==> config.mk <==
export PLATFORM = sky130hd
export DESIGN_NAME = rtctoc_top
export DESIGN_NICKNAME = d
export VERILOG_FILES = /design/src/inc/rtctoc_pkg.sv /design/src/hw/rtctoc_cap_stepper.sv /design/src/hw/rtctoc_top.sv
export SDC_FILE = /design/constraint.sdc
export NUM_CORES = 1
export LEC_CHECK = 0
export BUFFER_PORTS_ARGS = -buffer_cell sky130_fd_sc_hd__buf_4
export CAP_MARGIN = 0
export CORE_MARGIN = 2
export CORE_UTILIZATION = 50
export CTS_BUF_LIST = sky130_fd_sc_hd__clkbuf_4 sky130_fd_sc_hd__clkbuf_8
export DETAILED_ROUTE_END_ITERATION = 12
export PLACE_DENSITY = 0.71
export SETUP_SLACK_MARGIN = 0.4
export SKIP_CTS_REPAIR_TIMING = 1
export SLEW_MARGIN = 5
export SYNTH_ARGS = -nofsm -noshare
export SYNTH_HDL_FRONTEND = slang
export SYNTH_HIERARCHICAL = 1
export SYNTH_SLANG_ARGS = --single-unit
==> constraint.sdc <==
create_clock -name pclk -period 4.5 [get_ports pclk]
set_input_delay 0.9 -clock pclk [delete_from_list [all_inputs] [get_ports pclk]]
set_output_delay 0.9 -clock pclk [all_outputs]
set_load 0.05 [all_outputs]
==> src/inc/rtctoc_pkg.sv <==
// Package with register map, field positions and reset values of the clock control block.
package rtctoc_pkg;

  // ----------------------------------------
  // Register indices and byte addresses
  // ----------------------------------------
  // Each register is one word, so its byte address is four times its index.
  localparam logic [5:0] CAP0_IDX = 6'h00;
  localparam logic [5:0] CAP1_IDX = 6'h01;
  localparam logic [5:0] CAP2_IDX = 6'h02;
  localparam logic [5:0] CAP3_IDX = 6'h03;
  localparam logic [5:0] CTRL_IDX = 6'h04;
  localparam logic [5:0] OSC_CONTROL_IDX = 6'h05;
  localparam logic [5:0] OSC_CONFIG_IDX = 6'h06;
  localparam logic [5:0] ALARM_IDX = 6'h08;
  localparam logic [5:0] STAT_IDX = 6'h09;
  localparam logic [7:0] CAP0_OFF = {CAP0_IDX, 2'b00};
  localparam logic [7:0] CAP1_OFF = {CAP1_IDX, 2'b00};
  localparam logic [7:0] CAP2_OFF = {CAP2_IDX, 2'b00};
  localparam logic [7:0] CAP3_OFF = {CAP3_IDX, 2'b00};
  localparam logic [7:0] CTRL_OFF = {CTRL_IDX, 2'b00};
  localparam logic [7:0] OSC_CONTROL_OFF = {OSC_CONTROL_IDX, 2'b00};
  localparam logic [7:0] OSC_CONFIG_OFF = {OSC_CONFIG_IDX, 2'b00};
  localparam logic [7:0] ALARM_OFF = {ALARM_IDX, 2'b00};
  localparam logic [7:0] STAT_OFF = {STAT_IDX, 2'b00};

  // ----------------------------------------
  // Field positions
  // ----------------------------------------
  localparam int CTRL_CAPTURE_BIT = 0;
  localparam int CTRL_SET_BIT = 1;
  localparam int CTRL_RUN_BIT = 4;
  localparam int XCN_GAIN_BIT = 7;
  localparam int XCN_MODE_BIT = 6;
  localparam int XCN_BIAS_BIT = 5;
  localparam int XCN_VALID_BIT = 4;
  localparam int XCF_STEP_BIT = 7;
  localparam int XCF_READY_BIT = 6;

  // ----------------------------------------
  // Reset values and stepper divider
  // ----------------------------------------
  localparam logic [3:0] CAP_CODE_RST = 4'h0;
  localparam logic [31:0] TIMER_RST = 32'h0000_0000;
  localparam logic [31:0] ALARM_RST = 32'h0000_0000;
  localparam int CAP_STEP_DIV = 4;

  typedef enum logic [1:0] {
    RTCTOC_IDLE = 2'b00,
    RTCTOC_SET = 2'b01,
    RTCTOC_CAP = 2'b10
  } rtctoc_op_t;

  typedef struct packed {
    logic gain_control_enable;
    logic osc_mode_select;
    logic bias_double_enable;
    logic cap_step_enable;
    logic [3:0] cap_target_code;
  } rtctoc_osc_t;

endpackage

==> src/hw/rtctoc_cap_stepper.sv <==
// Load capacitance stepper that walks the applied code toward the target.
`timescale 1ns/100ps
module rtctoc_cap_stepper #(
  parameter int DIV = 4
) (
  input wire logic pclk,
  input wire logic presetn,
  input wire logic ce,
  input wire logic step_en,
  input wire logic [3:0] target,
  output logic [3:0] applied,
  output logic ready
);

  logic [7:0] div_r;
  logic tick;

  assign tick = (div_r == 8'(DIV - 1));

  always_ff @(posedge pclk or negedge presetn) begin
    if (!presetn) begin
      div_r <= 8'h00;
    end else if (ce) begin
      div_r <= tick ? 8'h00 : div_r + 8'h01;
    end
  end

  // Without stepping the code is applied at once; with it, one step per tick.
  always_ff @(posedge pclk or negedge presetn) begin
    if (!presetn) begin
      applied <= 4'h0;
    end else if (ce) begin
      if (!step_en) begin
        applied <= target;
      end else if (tick && applied < target) begin
        applied <= applied + 4'h1;
      end else if (tick && applied > target) begin
        applied <= applied - 4'h1;
      end
    end
  end

  assign ready = (applied == target);

endmodule

==> src/hw/rtctoc_top.sv <==
// APB slave holding the real-time clock timer, set/capture handshake and oscillator registers.
`timescale 1ns/100ps
// ----------------------------------------
// ----------------------------------------
module rtctoc_top #(
  parameter logic [3:0] CAP_CODE_RESET = rtctoc_pkg::CAP_CODE_RST
) (
  input wire logic pclk,
  input wire logic presetn,
  input wire logic ce,
  input wire logic rtc_tick,
  input wire logic amplitude_ok,
  input wire logic psel,
  input wire logic penable,
  input wire logic pwrite,
  input wire logic [7:0] paddr,
  input wire logic [31:0] pwdata,
  output logic [31:0] prdata,
  output logic pready,
  output logic pslverr,
  output rtctoc_pkg::rtctoc_osc_t osc_ctl,
  output logic [3:0] cap_applied,
  output logic [31:0] timer_value,
  output logic alarm_event_flag
);

  // ----------------------------------------
  // Input synchronisers
  // ----------------------------------------
  logic [1:0] tick_sync_r;
  logic [1:0] amp_sync_r;
  logic tick_prev_r;
  logic tick_rise;

  always_ff @(posedge pclk or negedge presetn) begin
    if (!presetn) begin
      tick_sync_r <= 2'b00;
      amp_sync_r <= 2'b00;
      tick_prev_r <= 1'b0;
    end else if (ce) begin
      tick_sync_r <= {tick_sync_r[0], rtc_tick};
      amp_sync_r <= {amp_sync_r[0], amplitude_ok};
      tick_prev_r <= tick_sync_r[1];
    end
  end

  assign tick_rise = tick_sync_r[1] & ~tick_prev_r;

  // ----------------------------------------
  // Bus decode
  // ----------------------------------------
  logic wr;
  logic rd;
  logic mapped;

  assign pready = 1'b1;
  assign wr = psel & penable & pwrite & ce;
  assign rd = psel & penable & ~pwrite & ce;
  always_comb begin
    unique case (paddr)
      rtctoc_pkg::CAP0_OFF, rtctoc_pkg::CAP1_OFF, rtctoc_pkg::CAP2_OFF, rtctoc_pkg::CAP3_OFF,
      rtctoc_pkg::CTRL_OFF, rtctoc_pkg::OSC_CONTROL_OFF, rtctoc_pkg::OSC_CONFIG_OFF,
      rtctoc_pkg::ALARM_OFF, rtctoc_pkg::STAT_OFF: mapped = 1'b1;
      default: mapped = 1'b0;
    endcase
  end
  assign pslverr = psel & penable & ~mapped;

  // ----------------------------------------
  // Control register and operations
  // ----------------------------------------
  logic run_r;
  logic auto_reset_r;
  rtctoc_pkg::rtctoc_op_t op_r;
  logic [31:0] cap_r;
  logic [31:0] alarm_r;
  logic alarm_en_r;
  logic alarm_hit;
  logic ctrl_wr;

  assign ctrl_wr = wr && paddr == rtctoc_pkg::CTRL_OFF;

  always_ff @(posedge pclk or negedge presetn) begin
    if (!presetn) begin
      run_r <= 1'b0;
      alarm_en_r <= 1'b0;
      auto_reset_r <= 1'b0;
    end else if (ce && ctrl_wr) begin
      run_r <= pwdata[rtctoc_pkg::CTRL_RUN_BIT];
      alarm_en_r <= pwdata[3];
      auto_reset_r <= pwdata[2];
    end
  end

  // Operations are taken in the cycle after the write and finish in that cycle.
  always_ff @(posedge pclk or negedge presetn) begin
    if (!presetn) begin
      op_r <= rtctoc_pkg::RTCTOC_IDLE;
    end else if (ce) begin
      unique case (op_r)
        rtctoc_pkg::RTCTOC_IDLE: begin
          if (ctrl_wr && pwdata[rtctoc_pkg::CTRL_SET_BIT]) begin
            op_r <= rtctoc_pkg::RTCTOC_SET;
          end else if (ctrl_wr && pwdata[rtctoc_pkg::CTRL_CAPTURE_BIT]) begin
            op_r <= rtctoc_pkg::RTCTOC_CAP;
          end
        end
        rtctoc_pkg::RTCTOC_SET: op_r <= rtctoc_pkg::RTCTOC_IDLE;
        rtctoc_pkg::RTCTOC_CAP: op_r <= rtctoc_pkg::RTCTOC_IDLE;
        default: op_r <= rtctoc_pkg::RTCTOC_IDLE;
      endcase
    end
  end

  // ----------------------------------------
  // Timer
  // ----------------------------------------
  always_ff @(posedge pclk or negedge presetn) begin
    if (!presetn) begin
      timer_value <= rtctoc_pkg::TIMER_RST;
    end else if (ce) begin
      if (op_r == rtctoc_pkg::RTCTOC_SET) begin
        timer_value <= cap_r;
      end else if (run_r && tick_rise) begin
        timer_value <= timer_value + 32'h0000_0001;
      end
    end
  end

  always_ff @(posedge pclk or negedge presetn) begin
    if (!presetn) begin
      cap_r <= rtctoc_pkg::TIMER_RST;
    end else if (ce) begin
      if (op_r == rtctoc_pkg::RTCTOC_CAP) begin
        cap_r <= timer_value;
      end else if (wr && paddr == rtctoc_pkg::CAP0_OFF) begin
        cap_r[7:0] <= pwdata[7:0];
      end else if (wr && paddr == rtctoc_pkg::CAP1_OFF) begin
        cap_r[15:8] <= pwdata[7:0];
      end else if (wr && paddr == rtctoc_pkg::CAP2_OFF) begin
        cap_r[23:16] <= pwdata[7:0];
      end else if (wr && paddr == rtctoc_pkg::CAP3_OFF) begin
        cap_r[31:24] <= pwdata[7:0];
      end
    end
  end

  always_ff @(posedge pclk or negedge presetn) begin
    if (!presetn) begin
      alarm_r <= rtctoc_pkg::ALARM_RST;
    end else if (ce && wr && paddr == rtctoc_pkg::ALARM_OFF) begin
      alarm_r <= pwdata;
    end
  end

  // ----------------------------------------
  // Alarm flag
  // ----------------------------------------
  assign alarm_hit = alarm_en_r && run_r && tick_rise && (timer_value == alarm_r);

  // The flag rises on a match tick and drops at the next tick at the latest.
  always_ff @(posedge pclk or negedge presetn) begin
    if (!presetn) begin
      alarm_event_flag <= 1'b0;
    end else if (ce) begin
      if (alarm_hit) begin
        alarm_event_flag <= 1'b1;
      end else if (tick_rise || !alarm_en_r) begin
        alarm_event_flag <= 1'b0;
      end
    end
  end

  // ----------------------------------------
  // Oscillator registers
  // ----------------------------------------
  logic cap_ready;

  always_ff @(posedge pclk or negedge presetn) begin
    if (!presetn) begin
      osc_ctl.gain_control_enable <= 1'b0;
      osc_ctl.osc_mode_select <= 1'b0;
      osc_ctl.bias_double_enable <= 1'b0;
    end else if (ce && wr && paddr == rtctoc_pkg::OSC_CONTROL_OFF) begin
      osc_ctl.gain_control_enable <= pwdata[rtctoc_pkg::XCN_GAIN_BIT];
      osc_ctl.osc_mode_select <= pwdata[rtctoc_pkg::XCN_MODE_BIT];
      osc_ctl.bias_double_enable <= pwdata[rtctoc_pkg::XCN_BIAS_BIT];
    end
  end

  always_ff @(posedge pclk or negedge presetn) begin
    if (!presetn) begin
      osc_ctl.cap_step_enable <= 1'b0;
      osc_ctl.cap_target_code <= CAP_CODE_RESET;
    end else if (ce && wr && paddr == rtctoc_pkg::OSC_CONFIG_OFF) begin
      osc_ctl.cap_step_enable <= pwdata[rtctoc_pkg::XCF_STEP_BIT];
      osc_ctl.cap_target_code <= pwdata[3:0];
    end
  end

  rtctoc_cap_stepper #(
    .DIV(rtctoc_pkg::CAP_STEP_DIV)
  ) u_stepper (
    .pclk(pclk),
    .presetn(presetn),
    .ce(ce),
    .step_en(osc_ctl.cap_step_enable),
    .target(osc_ctl.cap_target_code),
    .applied(cap_applied),
    .ready(cap_ready)
  );

  // ----------------------------------------
  // Read data
  // ----------------------------------------
  always_ff @(posedge pclk or negedge presetn) begin
    if (!presetn) begin
      prdata <= 32'h0000_0000;
    end else if (ce && psel && !penable && !pwrite) begin
      unique case (paddr)
        rtctoc_pkg::CAP0_OFF: prdata <= {24'h000000, cap_r[7:0]};
        rtctoc_pkg::CAP1_OFF: prdata <= {24'h000000, cap_r[15:8]};
        rtctoc_pkg::CAP2_OFF: prdata <= {24'h000000, cap_r[23:16]};
        rtctoc_pkg::CAP3_OFF: prdata <= {24'h000000, cap_r[31:24]};
        rtctoc_pkg::CTRL_OFF: prdata <= {24'h000000, 3'h0, run_r, alarm_en_r, alarm_event_flag,
                                         op_r == rtctoc_pkg::RTCTOC_SET, op_r == rtctoc_pkg::RTCTOC_CAP};
        rtctoc_pkg::OSC_CONTROL_OFF: prdata <= {24'h000000, osc_ctl.gain_control_enable,
                                                osc_ctl.osc_mode_select, osc_ctl.bias_double_enable,
                                                amp_sync_r[1], 4'h0};
        rtctoc_pkg::OSC_CONFIG_OFF: prdata <= {24'h000000, osc_ctl.cap_step_enable, cap_ready, 2'b00,
                                               osc_ctl.cap_target_code};
        rtctoc_pkg::ALARM_OFF: prdata <= alarm_r;
        rtctoc_pkg::STAT_OFF: prdata <= {28'h0000000, cap_applied};
        default: prdata <= 32'h0000_0000;
      endcase
    end
  end

  // ----------------------------------------
  // Checks
  // ----------------------------------------
  a_set_clears: assert property (@(posedge pclk) disable iff (!presetn)
    ce && ctrl_wr && pwdata[rtctoc_pkg::CTRL_SET_BIT] && op_r == rtctoc_pkg::RTCTOC_IDLE
    |=> op_r == rtctoc_pkg::RTCTOC_SET ##1 op_r == rtctoc_pkg::RTCTOC_IDLE)
    else $error("set operation did not finish");
  a_cap_loads: assert property (@(posedge pclk) disable iff (!presetn)
    ce && op_r == rtctoc_pkg::RTCTOC_CAP |=> cap_r == $past(timer_value))
    else $error("capture lost timer value");
  a_set_loads: assert property (@(posedge pclk) disable iff (!presetn)
    ce && op_r == rtctoc_pkg::RTCTOC_SET |=> timer_value == $past(cap_r))
    else $error("set lost capture value");
  a_alarm_short: assert property (@(posedge pclk) disable iff (!presetn)
    ce && alarm_event_flag && tick_rise && !alarm_hit |=> !alarm_event_flag)
    else $error("alarm flag outlived one tick");
  a_run_holds: assert property (@(posedge pclk) disable iff (!presetn)
    ce && !run_r && op_r != rtctoc_pkg::RTCTOC_SET |=> timer_value == $past(timer_value))
    else $error("timer moved while stopped");
  a_gain_wr: assert property (@(posedge pclk) disable iff (!presetn)
    ce && wr && paddr == rtctoc_pkg::OSC_CONTROL_OFF
    |=> osc_ctl.gain_control_enable == $past(pwdata[rtctoc_pkg::XCN_GAIN_BIT]))
    else $error("gain enable not written");
  a_step_wr: assert property (@(posedge pclk) disable iff (!presetn)
    ce && wr && paddr == rtctoc_pkg::OSC_CONFIG_OFF |=> osc_ctl.cap_target_code == $past(pwdata[3:0]))
    else $error("target code not written");
  a_ready_match: assert property (@(posedge pclk) disable iff (!presetn)
    ce && !osc_ctl.cap_step_enable && !(wr && paddr == rtctoc_pkg::OSC_CONFIG_OFF) |=> cap_ready)
    else $error("ready low with stepping off");

endmodule

* Word level (Yosys, flattened, before mapping)
Index checks and enable logic that the tools add are counted.
** Storage, ports and cells
- Register bits after elaboration :: 158
- Output and inout port bits :: 79
- Input bits :: 48
** Operators by class
- Multiplexer cells :: 21
- Reductions and logical operators :: 42
- Add/sub/neg operators :: 4
- Equal/unequal tests :: 18
- Order comparisons :: 2
- Bitwise gates (word level) :: 7
** Operator list (count)
- one-hot mux 32 bit (9 select lines) :: 1
- two-way mux 32 bit :: 3
- two-way mux 8 bit :: 6
- adder 32 x 1 -> 32 bit, second input constant :: 1
- == test 32 bit :: 1
- == test 8 x 5 -> 1 bit, second input constant :: 3
- two-way mux 24 bit :: 1
- logical AND 1 bit :: 21
- == test 8 x 4 -> 1 bit, second input constant :: 2
- == test 8 x 6 -> 1 bit, second input constant :: 2
- two-way mux 16 bit :: 1
- two-way mux 4 bit :: 3
- nonzero test 2 bit :: 6
- AND reduction 2 bit :: 5
- OR reduction 9 bit :: 1
- adder 8 x 1 -> 8 bit, second input constant :: 1
- == test 8 x 2 -> 1 bit, second input constant :: 1
- == test 8 x 3 -> 1 bit, second input constant :: 1
- logical NOT 8 bit :: 1
- two-way mux 2 bit :: 3
- != test 2 x 1 -> 1 bit, second input constant :: 3
- AND 1 bit :: 5
- AND reduction 5 bit :: 1
- adder 4 x 1 -> 4 bit, second input constant :: 1
- 15 further kinds :: 20

* Logic depth before layout (Yosys ltp)
- Depth in word-level cells :: 9
- Mapped depth :: 11

* Modules after synthesis
Netlist, hierarchy kept.
** Modules (own cells, without submodules)
- rtctoc_top :: times used 1, sequential area each 3653.5 µm², cells an instance 766, area an instance 7628.6 µm²
- rtctoc_cap_stepper :: times used 1, sequential area each 300.3 µm², cells an instance 70, area an instance 742.0 µm²

* Least setup slack after synthesis
No wires, ideal clock.
- Kind :: input port to output port
- Start :: in paddr[3]
- End :: out pslverr
- Buffers on the path :: 2
- Path slack :: 1.379 ns
- Arrival time :: 2.221 ns
- Stages :: 4
- Path through :: buf_2 buf_1 a221oi_2 nor2_1
** Between the ends
- Longest elaborated chain between the ends :: 5
- Elaborated cells on any way between the ends :: 13
** RTL lines
- from (decl) :: RTL line rtctoc_top.sv:16 : input wire logic [7:0] paddr,
- == test 8 x 5 -> 1 bit (tied with other cells) :: RTL line rtctoc_top.sv:60 : unique case (paddr)
- OR reduction 9 bit (*) :: RTL line rtctoc_top.sv:60
- two-way mux 1 bit (*) :: RTL line rtctoc_top.sv:60
- inverter 1 bit (*) :: RTL line rtctoc_top.sv:67 : assign pslverr = psel & penable & ~mapped;
- AND 1 bit (*) :: RTL line rtctoc_top.sv:67
- to (decl) :: RTL line rtctoc_top.sv:20 : output logic pslverr,
Mark *: on every way between the ends. The rest lies on a longest branch, timed or not.

* Final worst setup path
- Start :: in paddr[7]
- End :: out pslverr
Same word-level chain as after synthesis.

==> impl_table.tex <==
\begin{tabular}{lr}
\hline
Metric & Value \\
\hline
\multicolumn{2}{l}{\textbf{Die}} \\
Ports & 127 \\
Y dimension of the die & 133.4 µm \\
Placement Rows & 47 \\
Die ar. & 0.01779 mm² \\
Die W & 133.4 µm \\
Initial core utilization & 0.5084 \\
Core area & 0.01647 mm² \\
\multicolumn{2}{l}{\textbf{Clock tree}} \\
Number of H-tree levels & 4 \\
Total clock sinks & 158 \\
Worst skew pair latency & 0.47 ns \\
Clock tree from TritonCTS & yes \\
CTS Root Buffer Type & sky130\_fd\_sc\_hd\_\_clkbuf\_8 \\
Maximum buffer depth of the clock tree & 2 \\
Total CTS buffers & 17 \\
Clock transition at path regs & 0.09 ns \\
\multicolumn{2}{l}{\textbf{Worst setup path}} \\
CP Cell Sequence & buf\_4 -> or4\_1 -> a221oi\_2 -> nor2\_1 -> buf\_4 \\
Critical Path Sink Type & output pin \\
Data arrival, critical path & 2.12 ns \\
Required time worst endpoint & 3.60 ns \\
CP dominant cell by count & sky130\_fd\_sc\_hd\_\_buf\_4 \\
Library cell contributing the largest single delay on the critical path & sky130\_fd\_sc\_hd\_\_or4\_1 \\
Category of cells accounting for the largest share of critical-path delay & simple AND/OR/NAND/NOR gates \\
Sort of element at the start of the critical path & input pin \\
Maximum fanout along the worst path & 6 \\
Count of buffering cells on the critical path with inverters included & 2 \\
Largest stage delay on the critical path & 0.54 ns \\
Type of the worst setup path & in -> out \\
\multicolumn{2}{l}{\textbf{Logic synthesis}} \\
Flip-flop and latch count after synthesis & 158 \\
Post-Synthesis Cell Area & 0.008371 mm² \\
Number of synthesized flops with an enable pin & 0 \\
Synthesized Nets & 893 \\
Part of the Yosys area used for sequential elements & 0.4723 \\
Share of async-settable or async-resettable flops after synthesis & 1.000 \\
Most used DFF post-synth & sky130\_fd\_sc\_hd\_\_dfrtp\_1 \\
Average instance area after synthesis & 10.01 µm² \\
Number of instances in the synthesized netlist & 836 \\
Warning count from the yosys run & 6 \\
Distinct cells, synth & 76 \\
\multicolumn{2}{l}{\textbf{Layout}} \\
Fin util & 0.5967 \\
Share of post-route cells with drive strength above 1 & 0.2302 \\
Post-synthesis to final-layout area growth & 17.37\% \\
Filler cells & 1,443 \\
Fin nets & 991 \\
Antenna diode instance count & 0 \\
Most common cell after layout, fill and taps aside & sky130\_fd\_sc\_hd\_\_dfrtp\_1 \\
Leading cell types in the layout, fill and taps excluded & sky130\_fd\_sc\_hd\_\_dfrtp\_1 (158), sky130\_fd\_sc\_hd\_\_buf\_4 (132), sky130\_fd\_sc\_hd\_\_nand2\_1 (84), sky130\_fd\_sc\_hd\_\_a21oi\_1 (72), sky130\_fd\_sc\_hd\_\_o21ai\_0 (51) \\
Cell area after layout & 0.009824 mm² \\
\multicolumn{2}{l}{\textbf{Pwr}} \\
Worst vdd rail ir drop & 0.2699 mV \\
Leak Pwr & 0.004408 µW \\
Part of the total power dissipated in the clock network & 0.366 \\
Total internal power & 2156 µW \\
Total Power & 3052 µW \\
Power share of the combinational group & 0.114 \\
Switching component of the power & 895.8 µW \\
Switching power as a share of total power & 0.2935 \\
Proportion of power drawn by flip-flops and latches & 0.520 \\
Power density relative to cell area & 310.7 mW/mm² \\
\multicolumn{2}{l}{\textbf{Detailed routing}} \\
Average wire per cell in the routed design & 21.49 µm \\
Router iterations before antenna repair & 5 \\
Via count of the routed design & 7,218 \\
Final Routed Wirelength & 25,080 µm \\
Drt initial violations & 723 \\
DRT antenna net count & 0 \\
Average via count per standard cell & 6.185 \\
Remaining design rule violation count & 0 \\
\multicolumn{2}{l}{\textbf{GRT}} \\
Number of global-route vias before repair & 6,794 \\
Grt total ovfl & 0 \\
Global-route wire length before repair & 39,360 µm \\
Overall fraction of global-route tracks in use & 0.2881 \\
Maximum number of pins on one net before global-route repair & 90 \\
Number of antenna violations at the first check in global routing & 0 \\
\multicolumn{2}{l}{\textbf{STA}} \\
Unrepaired setup endpoints after global routing & no \\
Worst relative slew slack & 0.2620 \\
Slew at the pin with the worst max-slew slack & 1.100 ns \\
Final Worst Setup Slack & 1.485 ns \\
Final period demand of the worst path & 3.015 ns \\
Fin crit share & 0.6701 \\
Number of max-slew violations in the final report & 0 \\
Number of hold-slack violations in the final timing report & 0 \\
Maximum frequency from static timing analysis & 331.6 MHz \\
Setup Skew & 0.01136 ns \\
Sum of negative setup slack & 0 ns \\
Setup Viol. Count Final & 0 \\
\multicolumn{2}{l}{\textbf{Placed design}} \\
I/O Buffers & 125 \\
Placement Cell Area & 0.009403 mm² \\
Routability cong. & 0.9446 \\
Estimated wirelength of the detail-placed design & 18,470 µm \\
Post-Place Setup Slack & 1.175 ns \\
\multicolumn{2}{l}{\textbf{Status}} \\
Outcome & completed \\
\multicolumn{2}{l}{\textbf{Min path}} \\
Worst hold-check path type & in -> async \\
\multicolumn{2}{l}{\textbf{Run}} \\
Max capacitance violation total & 0 \\
\hline
\end{tabular}
[worst reg2reg max path, delay by kind of cell (launching register included)]
family	cells	cell delay, ns
adders and majority gates	2	0.65
DFF	1	0.43
AOI/OAI and AO/OA	4	0.82
xor gates and xnor gates	2	0.23
and+or+nand+nor	2	0.42
buffers and inverters	1	0.06
[layer usage]
metal	global-route usage	up-vias	share of wire
li1	-	3284	-
met1	0.4111	3503	0.42
met2	0.4261	360	0.45
met3	0.06240	71	0.091
met4	0.1235	0	0.037
met5	0	-	0
[final cells by class]
class	count	area, µm²	share of cell area
inverter	12	45.04	0.004585
clock buffer	18	247.7	0.02522
tap	220	275.3	0.02802
timing repair buffer	133	1002	0.1020
sequential	158	3954	0.4024
clock inverter	14	173.9	0.01770
multi-input combinational	612	4126	0.4200
[power groups by stage]
| stage | clock network (µW) | logic (µW) | registers (µW) |
|---|---|---|---|
| floorplan | 0 | 166 | 1620 |
| global placement | 0 | 342 | 1610 |
| detailed placement | 0 | 348 | 1610 |
| CTS | 1130 | 349 | 1580 |
| global route | 1200 | 378 | 1600 |
| finish | 1120 | 348 | 1590 |
[flip-flops by register name, indices dropped and copies added, names as in the netlist]
register and count:
tick_prev_r 1, alarm_event_flag 1, u_stepper/div_r 8, alarm_en_r 1
run_r 1, amp_sync_r 2, alarm_r 32, u_stepper/applied 4
cap_r 32, osc_ctl 8, tick_sync_r 2, op_r 2
timer_value 32, prdata 32
[synthesized netlist by cell type (17+ instances only)]
| cell type | number | area, µm² |
|---|---|---|
| sky130_fd_sc_hd__dfrtp_1 | 158 | 3954 |
| sky130_fd_sc_hd__nand2_1 | 84 | 315.3 |
| sky130_fd_sc_hd__a21oi_1 | 72 | 360.4 |
| sky130_fd_sc_hd__o21ai_0 | 52 | 260.3 |
| sky130_fd_sc_hd__nor2_1 | 36 | 135.1 |
| sky130_fd_sc_hd__xnor2_1 | 34 | 297.8 |
| sky130_fd_sc_hd__clkbuf_1 | 31 | 116.4 |
| sky130_fd_sc_hd__mux2_2 | 29 | 326.6 |
| sky130_fd_sc_hd__a22o_1 | 26 | 227.7 |
| sky130_fd_sc_hd__nand3_1 | 26 | 130.1 |
| sky130_fd_sc_hd__mux2_1 | 22 | 247.7 |
| sky130_fd_sc_hd__nor3_1 | 21 | 105.1 |
| sky130_fd_sc_hd__nand4_1 | 17 | 106.4 |
[cell families after synthesis]
| group | Yosys count | synth area share |
|---|---|---|
| compound gates | 239 | 0.1852 |
| xor+xnor | 40 | 0.04185 |
| fa+ha+maj | 9 | 0.01435 |
| buf+inv | 66 | 0.03572 |
| mux | 63 | 0.08296 |
| other cells | 1 | 0.0004480 |
| flops | 158 | 0.4723 |
| simple gates | 260 | 0.1671 |
[per-stage QoR]
stage	std cells	hold slack (ns)
2_1_floorplan	836	0.4458
3_3_place_gp	1135	0.4582
3_5_place_dp	1135	0.4733
4_1_cts	1167	0.4912
5_1_grt	1167	0.5222
6_report	1167	0.4854
[worst paths after layout]
kind	from	slack (ns)	end	cells after the start
max in group asynchronous	presetn	3.00	alarm_r[27]$_DFFE_PN0P_	2
worst min-delay path	presetn	0.49	prdata[13]$_DFFE_PN0P_	1
worst min register to register	tick_sync_r[0]$_DFFE_PN0P_	0.50	tick_sync_r[1]$_DFFE_PN0P_	2
worst max register to register	osc_ctl[3]$_DFFE_PN0P_	1.81	u_stepper/applied[3]$_DFFE_PN0P_	11
worst max-delay path	paddr[7]	1.48	pslverr	5
min in group pclk	tick_sync_r[0]$_DFFE_PN0P_	0.50	tick_sync_r[1]$_DFFE_PN0P_	2
(Power assumes the default switching activity.)
